[src/rtl/glcp_pkg.sv]
// glcp_pkg: constants for the line control / paging register block.
// assumes an 8-bit host register port and eight GPIB management lines.
package glcp_pkg;

  // ==========================================================
  // register offsets
  localparam logic [2:0] OFS_AUX = 3'h3;
  localparam logic [2:0] OFS_SHARED = 3'h2;

  // ==========================================================
  // auxiliary command codes
  localparam logic [7:0] CMD_PAGE_CLEAR = 8'h9c;
  localparam logic [7:0] CMD_EOS_PAGE = 8'h9e;
  localparam logic [7:0] CMD_ACC_PAGE = 8'h9f;
  localparam logic [7:0] CMD_LINE_PAGE = 8'h1f;
  localparam logic [7:0] CMD_CHIP_RESET = 8'h00;

  // ==========================================================
  // line bit positions
  localparam int BIT_ATN = 7;
  localparam int BIT_DAV = 6;
  localparam int BIT_NDAC = 5;
  localparam int BIT_NRFD = 4;
  localparam int BIT_EOI = 3;
  localparam int BIT_SRQ = 2;
  localparam int BIT_IFC = 1;
  localparam int BIT_REN = 0;

  // ==========================================================
  // reset values
  localparam logic [7:0] RST_EOS = 8'h00;
  localparam logic [7:0] RST_ACC = 8'h00;
  localparam logic [7:0] RST_LINE_CTRL = 8'h00;

  typedef enum logic [1:0] {
    GLCP_PAGE_NONE,
    GLCP_PAGE_EOS,
    GLCP_PAGE_ACC,
    GLCP_PAGE_LINE
  } glcp_page_e;

endpackage : glcp_pkg

[src/rtl/glcp_line_io.sv]
// glcp_line_io: pin gating and internal line merge for eight lines.
// assumes direction enables come from the interface functions.
`timescale 1ns/10ps
module glcp_line_io
  import glcp_pkg::*;
(
  // control side
  input wire logic [7:0] ctrl_bits,
  input wire logic [7:0] func_out,
  input wire logic [7:0] tx_en,
  // pin side
  input wire logic [7:0] pin_in,
  output logic [7:0] pin_out,
  output logic [7:0] line_in
);

  wire [7:0] want = func_out | ctrl_bits;
  // srq, ndac and nrfd are wired-or lines watched even while driven
  wire [7:0] wired_or_mask = (8'h01 << BIT_SRQ) | (8'h01 << BIT_NDAC)
                           | (8'h01 << BIT_NRFD);

  assign pin_out = want & tx_en;
  // transmitted lines show own value; received lines show the bus or'd with the control bit
  assign line_in = (tx_en & want) | (~tx_en & (pin_in | ctrl_bits))
                 | (wired_or_mask & (pin_in | want));

endmodule : glcp_line_io

[src/rtl/glcp_top.sv]
// glcp_top: auxiliary paging of the shared slot and line control/status.
// assumes a synchronous host port with read data one cycle after strobe.
//
// Function
// - page clear unmaps the shared slot
// - after clear, shared slot writes ignored
// - code 9e pages end of string register
// - code 9f pages accessory register
// - page held until reset, clear, repage
// - code 1f pages line control/status
// - fixed line bit order atn..ren
// - status read samples lines live
// - control bit one requests line assertion
// - transmitted line driven when bit set
// - received line never driven by bit
// - internal line ors control bit
// - pin is request gated by enable
// - srq ndac nrfd or pin value
// - status shows transceiver side value
// - srq status shows pin or control bit while in charge
`timescale 1ns/10ps
module glcp_top
  import glcp_pkg::*;
(
  // clock and reset
  input wire logic CORE_CLK,
  input wire logic RST_N,
  // host register port
  input wire logic [2:0] ADDR,
  input wire logic [7:0] WDATA,
  input wire logic WR,
  input wire logic RD,
  output logic [7:0] RDATA,
  // interface function side
  input wire logic [7:0] FUNC_OUT,
  input wire logic [7:0] TX_EN,
  input wire logic CIC,
  output logic [7:0] LINE_IN,
  // gpib pins
  input wire logic [7:0] PIN_I,
  output logic [7:0] PIN_O,
  output logic [7:0] PIN_OE,
  // register views
  output logic [7:0] EOS,
  output logic [7:0] ACC,
  output logic [1:0] PAGE
);

  // ==========================================================
  // decode
  glcp_page_e page;
  glcp_page_e next_page;
  logic [7:0] eos_reg;
  logic [7:0] acc_reg;
  logic [7:0] line_ctrl;
  logic [7:0] line_in_w;
  logic [7:0] pin_out_w;

  wire aux_wr = WR && (ADDR == OFS_AUX);
  wire slot_wr = WR && (ADDR == OFS_SHARED);
  wire slot_rd = RD && (ADDR == OFS_SHARED);
  wire chip_rst = aux_wr && (WDATA == CMD_CHIP_RESET);

  always_comb begin
    next_page = page;
    if (aux_wr) begin
      case (WDATA)
        CMD_PAGE_CLEAR: next_page = GLCP_PAGE_NONE;
        CMD_EOS_PAGE: next_page = GLCP_PAGE_EOS;
        CMD_ACC_PAGE: next_page = GLCP_PAGE_ACC;
        CMD_LINE_PAGE: next_page = GLCP_PAGE_LINE;
        CMD_CHIP_RESET: next_page = GLCP_PAGE_NONE;
        default: next_page = page;
      endcase
    end
  end

  // with no page the slot write lands nowhere
  wire wr_eos = slot_wr && (page == GLCP_PAGE_EOS);
  wire wr_acc = slot_wr && (page == GLCP_PAGE_ACC);
  wire wr_line = slot_wr && (page == GLCP_PAGE_LINE);

  // ==========================================================
  // line path
  glcp_line_io u_io (
    .ctrl_bits(line_ctrl),
    .func_out(FUNC_OUT),
    .tx_en(TX_EN),
    .pin_in(PIN_I),
    .pin_out(pin_out_w),
    .line_in(line_in_w)
  );

  // srq is an input while in charge, so the bus value or'd with the control bit is shown
  wire [7:0] status_w = CIC ?
    {line_in_w[7:3], PIN_I[BIT_SRQ] | line_ctrl[BIT_SRQ], line_in_w[1:0]}
    : line_in_w;

  wire [7:0] slot_rdata = (page == GLCP_PAGE_EOS) ? eos_reg :
                          (page == GLCP_PAGE_ACC) ? acc_reg :
                          (page == GLCP_PAGE_LINE) ? status_w : 8'h00;

  // ==========================================================
  // registers
  always_ff @(posedge CORE_CLK or negedge RST_N) begin
    if (!RST_N) begin
      page <= GLCP_PAGE_NONE;
      eos_reg <= RST_EOS;
      acc_reg <= RST_ACC;
      line_ctrl <= RST_LINE_CTRL;
    end else begin
      page <= next_page;
      if (chip_rst) begin
        line_ctrl <= RST_LINE_CTRL;
      end else if (wr_line) begin
        line_ctrl <= WDATA;
      end
      if (wr_eos) begin
        eos_reg <= WDATA;
      end
      if (wr_acc) begin
        acc_reg <= WDATA;
      end
    end
  end

  // outputs from flops; pins lag one cycle behind the request
  always_ff @(posedge CORE_CLK or negedge RST_N) begin
    if (!RST_N) begin
      RDATA <= 8'h00;
      PIN_O <= 8'h00;
      PIN_OE <= 8'h00;
      LINE_IN <= 8'h00;
      EOS <= RST_EOS;
      ACC <= RST_ACC;
      PAGE <= 2'h0;
    end else begin
      RDATA <= slot_rd ? slot_rdata : 8'h00;
      PIN_O <= pin_out_w;
      PIN_OE <= pin_out_w;
      LINE_IN <= line_in_w;
      EOS <= eos_reg;
      ACC <= acc_reg;
      PAGE <= next_page;
    end
  end
endmodule : glcp_top

[config.mk]
export PLATFORM = sky130hd
export DESIGN_NAME = glcp_top
export DESIGN_NICKNAME = d
export VERILOG_FILES = /design/src/rtl/glcp_pkg.sv /design/src/rtl/glcp_line_io.sv /design/src/rtl/glcp_top.sv
export SDC_FILE = /design/constraint.sdc
export NUM_CORES = 1
export LEC_CHECK = 0
export BUFFER_PORTS_ARGS = -buffer_cell sky130_fd_sc_hd__buf_2
export CAP_MARGIN = 20
export CORE_ASPECT_RATIO = 1.25
export CORE_UTILIZATION = 50
export DETAILED_ROUTE_END_ITERATION = 16
export GPL_TIMING_DRIVEN = 0
export HOLD_SLACK_MARGIN = 0.02
export PLACE_DENSITY_LB_ADDON = 0.15
export SETUP_SLACK_MARGIN = 0.05
export SYNTH_ARGS = -nofsm -noshare
export SYNTH_HDL_FRONTEND = slang
export SYNTH_SLANG_ARGS = --single-unit
export TNS_END_PERCENT = 30
[constraint.sdc]
create_clock -name CORE_CLK -period 2.1 [get_ports CORE_CLK]
set_input_delay 0.105 -clock CORE_CLK [delete_from_list [all_inputs] [get_ports CORE_CLK]]
set_output_delay 0.105 -clock CORE_CLK [all_outputs]
set_load 0.05 [all_outputs]
# Yosys cells after proc, flatten, opt, wreduce, memory -nomap -nowiden
# Index checks and enable logic that the tools add are counted.
[classes]
n_lt_le_gt_ge = 0
n_bitwise = 9
n_addsub = 0
mux = 8
div = 0
multipliers = 0
shifts = 0
eq_ne = 9
n_reduce_logical = 12
[ops]
columns = ["cell", "count"]
rows = [
  ["$mux W8", 6],
  ["$eq A8 B8 Y1 const B", 3],
  ["$or A8 B8 Y8", 3],
  ["$and A8 B8 Y8", 2],
  ["$eq A8 B5 Y1 const B", 1],
  ["$logic_not A8 Y1", 1],
  ["$not A8 Y8", 1],
  ["$or A8 B6 Y8", 1],
  ["$pmux W2 S4", 1],
  ["$logic_and A1 B1 Y1", 7],
  ["$eq A3 B2 Y1 const B", 2],
  ["$or A6 B6 Y6", 1],
  ["$eq A2 B2 Y1 const B", 2],
  ["$reduce_bool A4 Y1", 1],
  ["$mux W3", 1],
  ["$eq A2 B1 Y1 const B", 1],
  ["$reduce_and A2 Y1", 1],
  ["$reduce_bool A2 Y1", 1],
  ["$reduce_or A2 Y1", 1],
  ["$or A1 B1 Y1", 1],
]
[totals]
output_inout_bits = 50
inputBits = 40
memories = 0
latch_bits = 0
mem_bits_rw = 0
regBits = 66
rom_bits = 0

# Depth between registers and ports, before layout
[logic_depth]
depth_word = 9
depth_mapped = 5
mapped_depth_nobuf = 4

# Hierarchy
# A second synthesis with hierarchy kept.
[hier_totals]
hier_cells = 175
area_unflattened_um2 = 2541.2
[by_module_without_submodules]
columns = ["mod", "n_inst", "area_per_inst_um2", "cells_per_inst"]
rows = [
  ["glcp_top", 1, 2387.3, 154],
  ["glcp_line_io", 1, 153.9, 21],
]

# Worst setup path after synthesis
# Ideal clock, no wire load.
[synth_timing]
path_kind = "reg2reg"
start = "reg, netlist name PAGE[1]"
end = "reg line_ctrl[0]"
path_stages_with_launch = 6
period_less_slack_ns = 1.618
required_ns = 1.979
path_buffers = 2
arrival_time_ns = 1.497
setup_slack_ns = 0.482
setup_ns = 0.121
path_cell_list = "dfrtp_1 > buf_2 > and3_4 > buf_6 > a31oi_4 > a22o_1"
[synth_lines]
columns = ["item", "line_no", "source"]
rows = [
  ["end signal, assigned", "glcp_top.sv:110", "line_ctrl <= RST_LINE_CTRL;"],
  ["end signal, assigned", "glcp_top.sv:114", "line_ctrl <= RST_LINE_CTRL;"],
  ["end signal, assigned", "glcp_top.sv:116", "line_ctrl <= WDATA;"],
  ["end, declared", "glcp_top.sv:55", "logic [7:0] line_ctrl;"],
]

==> run_results.csv <==
group,metric,value,unit
synthesis,synth-edff-count,0,
run,max_cap_viol_count,0,
drt,ant_nets,0,
timing,rsz0062_at_grt,"false",
clocking,clock-root-buffer,"clkbuf_8",
grt,antenna_found_initial,0,
worst_setup_path,path_max_fanout,10,
drt,drc,0,
clocking,cts.clk_slew.worst_paths,70,ps
worst_setup_path,setup.worst_path.start_class,"flop",
clocking,cts_buffers,9,
die,num_rows,28,
timing,period_share,71.5,%
placed_design,gp_congestion,0.858,
worst_hold_path,min_from,"TX_EN[1]",
grt,grt_pass1_vias,1802,
timing,max_freq,666,MHz
synthesis,synth_fa_ha_area_share,0,%
synthesis,synth_compound_area_share,13.4,%
timing,setup-tns-final,0,ps
timing,hold_viol_final,0,
synthesis,ys_types,33,
synthesis,syn-num-nets,220,
cells_and_area,synthToLayoutAreaGrowth,37.8,%
synthesis,muxShareOfSynthArea,7.87,%
worst_setup_path,required,2380,ps
worst_hold_path,hold_class,"input port to flop",
power,power_density,835,mW/mm²
cells_and_area,n_fill_cell,338,
synthesis,synth_top_family_by_area,"compound AO/OA/AOI/OAI gates",
cells_and_area,diodes,0,
timing,finalSetupViolCount,0,
drt,drt_iter0_drc,66,
timing,fin_skew,4.31,ps
clocking,tritoncts,"built",
clocking,insertion_delay,340,ps
grt,track_usage,22.4,%
outcome,status,"completed",
power,power.leakage,1.86,nW
power,vdd_drop_max,0.525,mV
drt,wl_per_cell,14.9,µm
timing,relSlewSlack,47.1,%
drt,num_vias,1891,
grt,grt_max_degree,67,
synthesis,synth-seq-cells,66,
clocking,cts_setup_buffers,0,
timing,fin_ws,598,ps
die,dieArea,0.00538,mm²
grt,grt_overflow,0,
synthesis,synth-xor-area-share,0,%
synthesis,yosys.area_share.simple,10.5,%
drt,finalWirelength,5500,µm
timing,finalMaxSlewViolations,0,
cells_and_area,layout-drive-gt1-share,43.4,%
synthesis,synth.cell_area,0.00254,mm²
synthesis,synthCells,180,
die,initial_utilization,53.0,%
clocking,clkSinkCount,66,
drt,firstDrtPassIters,4,
synthesis,synth_warnings,0,
synthesis,synth_area_per_cell,14.1,µm²
synthesis,ys.flop_type,"dfrtp_1",
cells_and_area,nets,344,
placed_design,dp_hpwl,3500,µm
clocking,h-tree-depth,3,
worst_setup_path,endpoint_kind,"flop",
placed_design,pre_cts_ws,583,ps
grt,grt_pass1_wl,8450,µm
worst_setup_path,worstSetupStartpoint,"PAGE[1]$_DFFE_PN0P_",
clocking,cts_buffer_depth,2,
die,core,0.00480,mm²
worst_setup_path,r2r-start,"PAGE[1]$_DFFE_PN0P_",
synthesis,async_flop_share,100,%
clocking,cts_resized,0,
timing,worst_pin_slew,793,ps
timing,period_needed,1500,ps
worst_setup_path,cp.arrival,1780,ps
drt,vias_per_cell,5.12,
die,io_pins,90,
worst_setup_path,worstSetupPathType,"flop to flop",
placed_design,port_buffers,89,
die,die_w,65.8,µm
synthesis,synth_seq_area_share,64.9,%
clocking,hold_buffers,24,
die,die_h,81.7,µm
-- path summary, 6_finish.rpt --
check / to / slack [ps] / depth (start not counted)
hold reg to reg: ACC[2]$_DFF_PN0_ / 400 / 0
hold / removal: LINE_IN[1]$_DFF_PN0_ / 40 / 2
setup reg to reg: line_ctrl[3]$_DFFE_PN0P_ / 600 / 5
min in group asynchronous: acc_reg[7]$_DFFE_PN0P_ / 390 / 2
setup / recovery: line_ctrl[3]$_DFFE_PN0P_ / 600 / 5
max in group asynchronous: LINE_IN[3]$_DFF_PN0_ / 1180 / 2
-- through the flow --
step / cells / instance area, µm² / total power [W] / hold WS, ps / util, %
after floorplan: 180 / 2540 / 0.00170 / -191 / -
after global placement: 329 / 3060 / 0.00184 / 315 / 63.8
after detailed placement: 329 / 3070 / 0.00185 / 246 / 63.9
after CTS: 369 / 3500 / 0.00294 / 33.7 / 73.0
after global routing: 369 / 3500 / 0.00303 / 46.4 / 73.0
final: 369 / 3500 / 0.00293 / 38.2 / 73.0
-- placed cells by master (no fill, tap or decap), types with 5 or more instances in the layout --
master / Yosys / layout
buf_2: 1 / 89
dfrtp_1: 66 / 66
dlygate4sd3_1: 0 / 24
nor2_1: 12 / 12
mux2_2: 12 / 12
clkbuf_8: 0 / 11
o21a_1: 9 / 9
buf_4: 8 / 9
nor2b_1: 8 / 8
a22o_1: 8 / 8
a211o_1: 7 / 7
nand2_1: 6 / 6
o21ai_0: 5 / 5
-- cell type report --
type / count / area, µm² / share of cell area [%]
tap: 60 / 75.1 / 2.14
buffer: 10 / 76.3 / 2.18
clock buffer: 14 / 163 / 4.64
timing repair buffer: 113 / 688 / 19.6
clock inverter: 2 / 35.0 / 1.00
sequential: 66 / 1650 / 47.1
multi-input combinational: 102 / 808 / 23.1
inverter: 2 / 7.51 / 0.214
-- routing by layer --
metal	up-vias	GRT usage [%]	wire length (µm)
met5	-	0	0
met2	58	39.3	2920
met4	0	13.7	137
met3	10	4.31	253
li1	900	-	-
met1	923	24.9	2190
-- Yosys cell counts, drive strengths merged, types with 2 or more instances --
library cell | n | share of area [%]
nand3 | 3 | 0.98
a2bb2oi | 2 | 0.69
mux2i | 2 | 0.79
o21ai | 5 | 0.98
nor2b | 8 | 2.0
inv | 2 | 0.30
nand2 | 6 | 0.89
dfrtp | 66 | 65
mux2 | 16 | 7.1
buf | 10 | 3.0
o211ai | 2 | 0.59
a22o | 8 | 2.8
nor4 | 2 | 0.98
nor2 | 12 | 1.8
and4bb | 2 | 1.1
a211o | 7 | 2.4
and4 | 2 | 0.69
or3 | 3 | 0.74
a21boi | 6 | 1.8
o21a | 9 | 2.7
-- cell families (layout without fill, tap and decap cells) --
logic type,after synthesis,in the layout
buffers and inverters,12,141
DFF,66,66
AOI/OAI and AO/OA,42,42
and+or+nand+nor,42,42
muxes,18,18
-- power breakdown --
part | internal (W) | switching (W) | total, W
Sequential | 0.00134 | 0.0000396 | 0.00138
Clock | 0.000613 | 0.000445 | 0.00106
Combinational | 0.000181 | 0.000309 | 0.000490
Total | 0.00213 | 0.000794 | 0.00293
-- critical path, stage by stage (launching register included) --
cell     delay (ps)
dfrtp_1         390
buf_2           220
and3_4          200
buf_6           140
a31oi_4         290
a22o_1          190
Note: power is estimated with default switching activity, not from simulation.
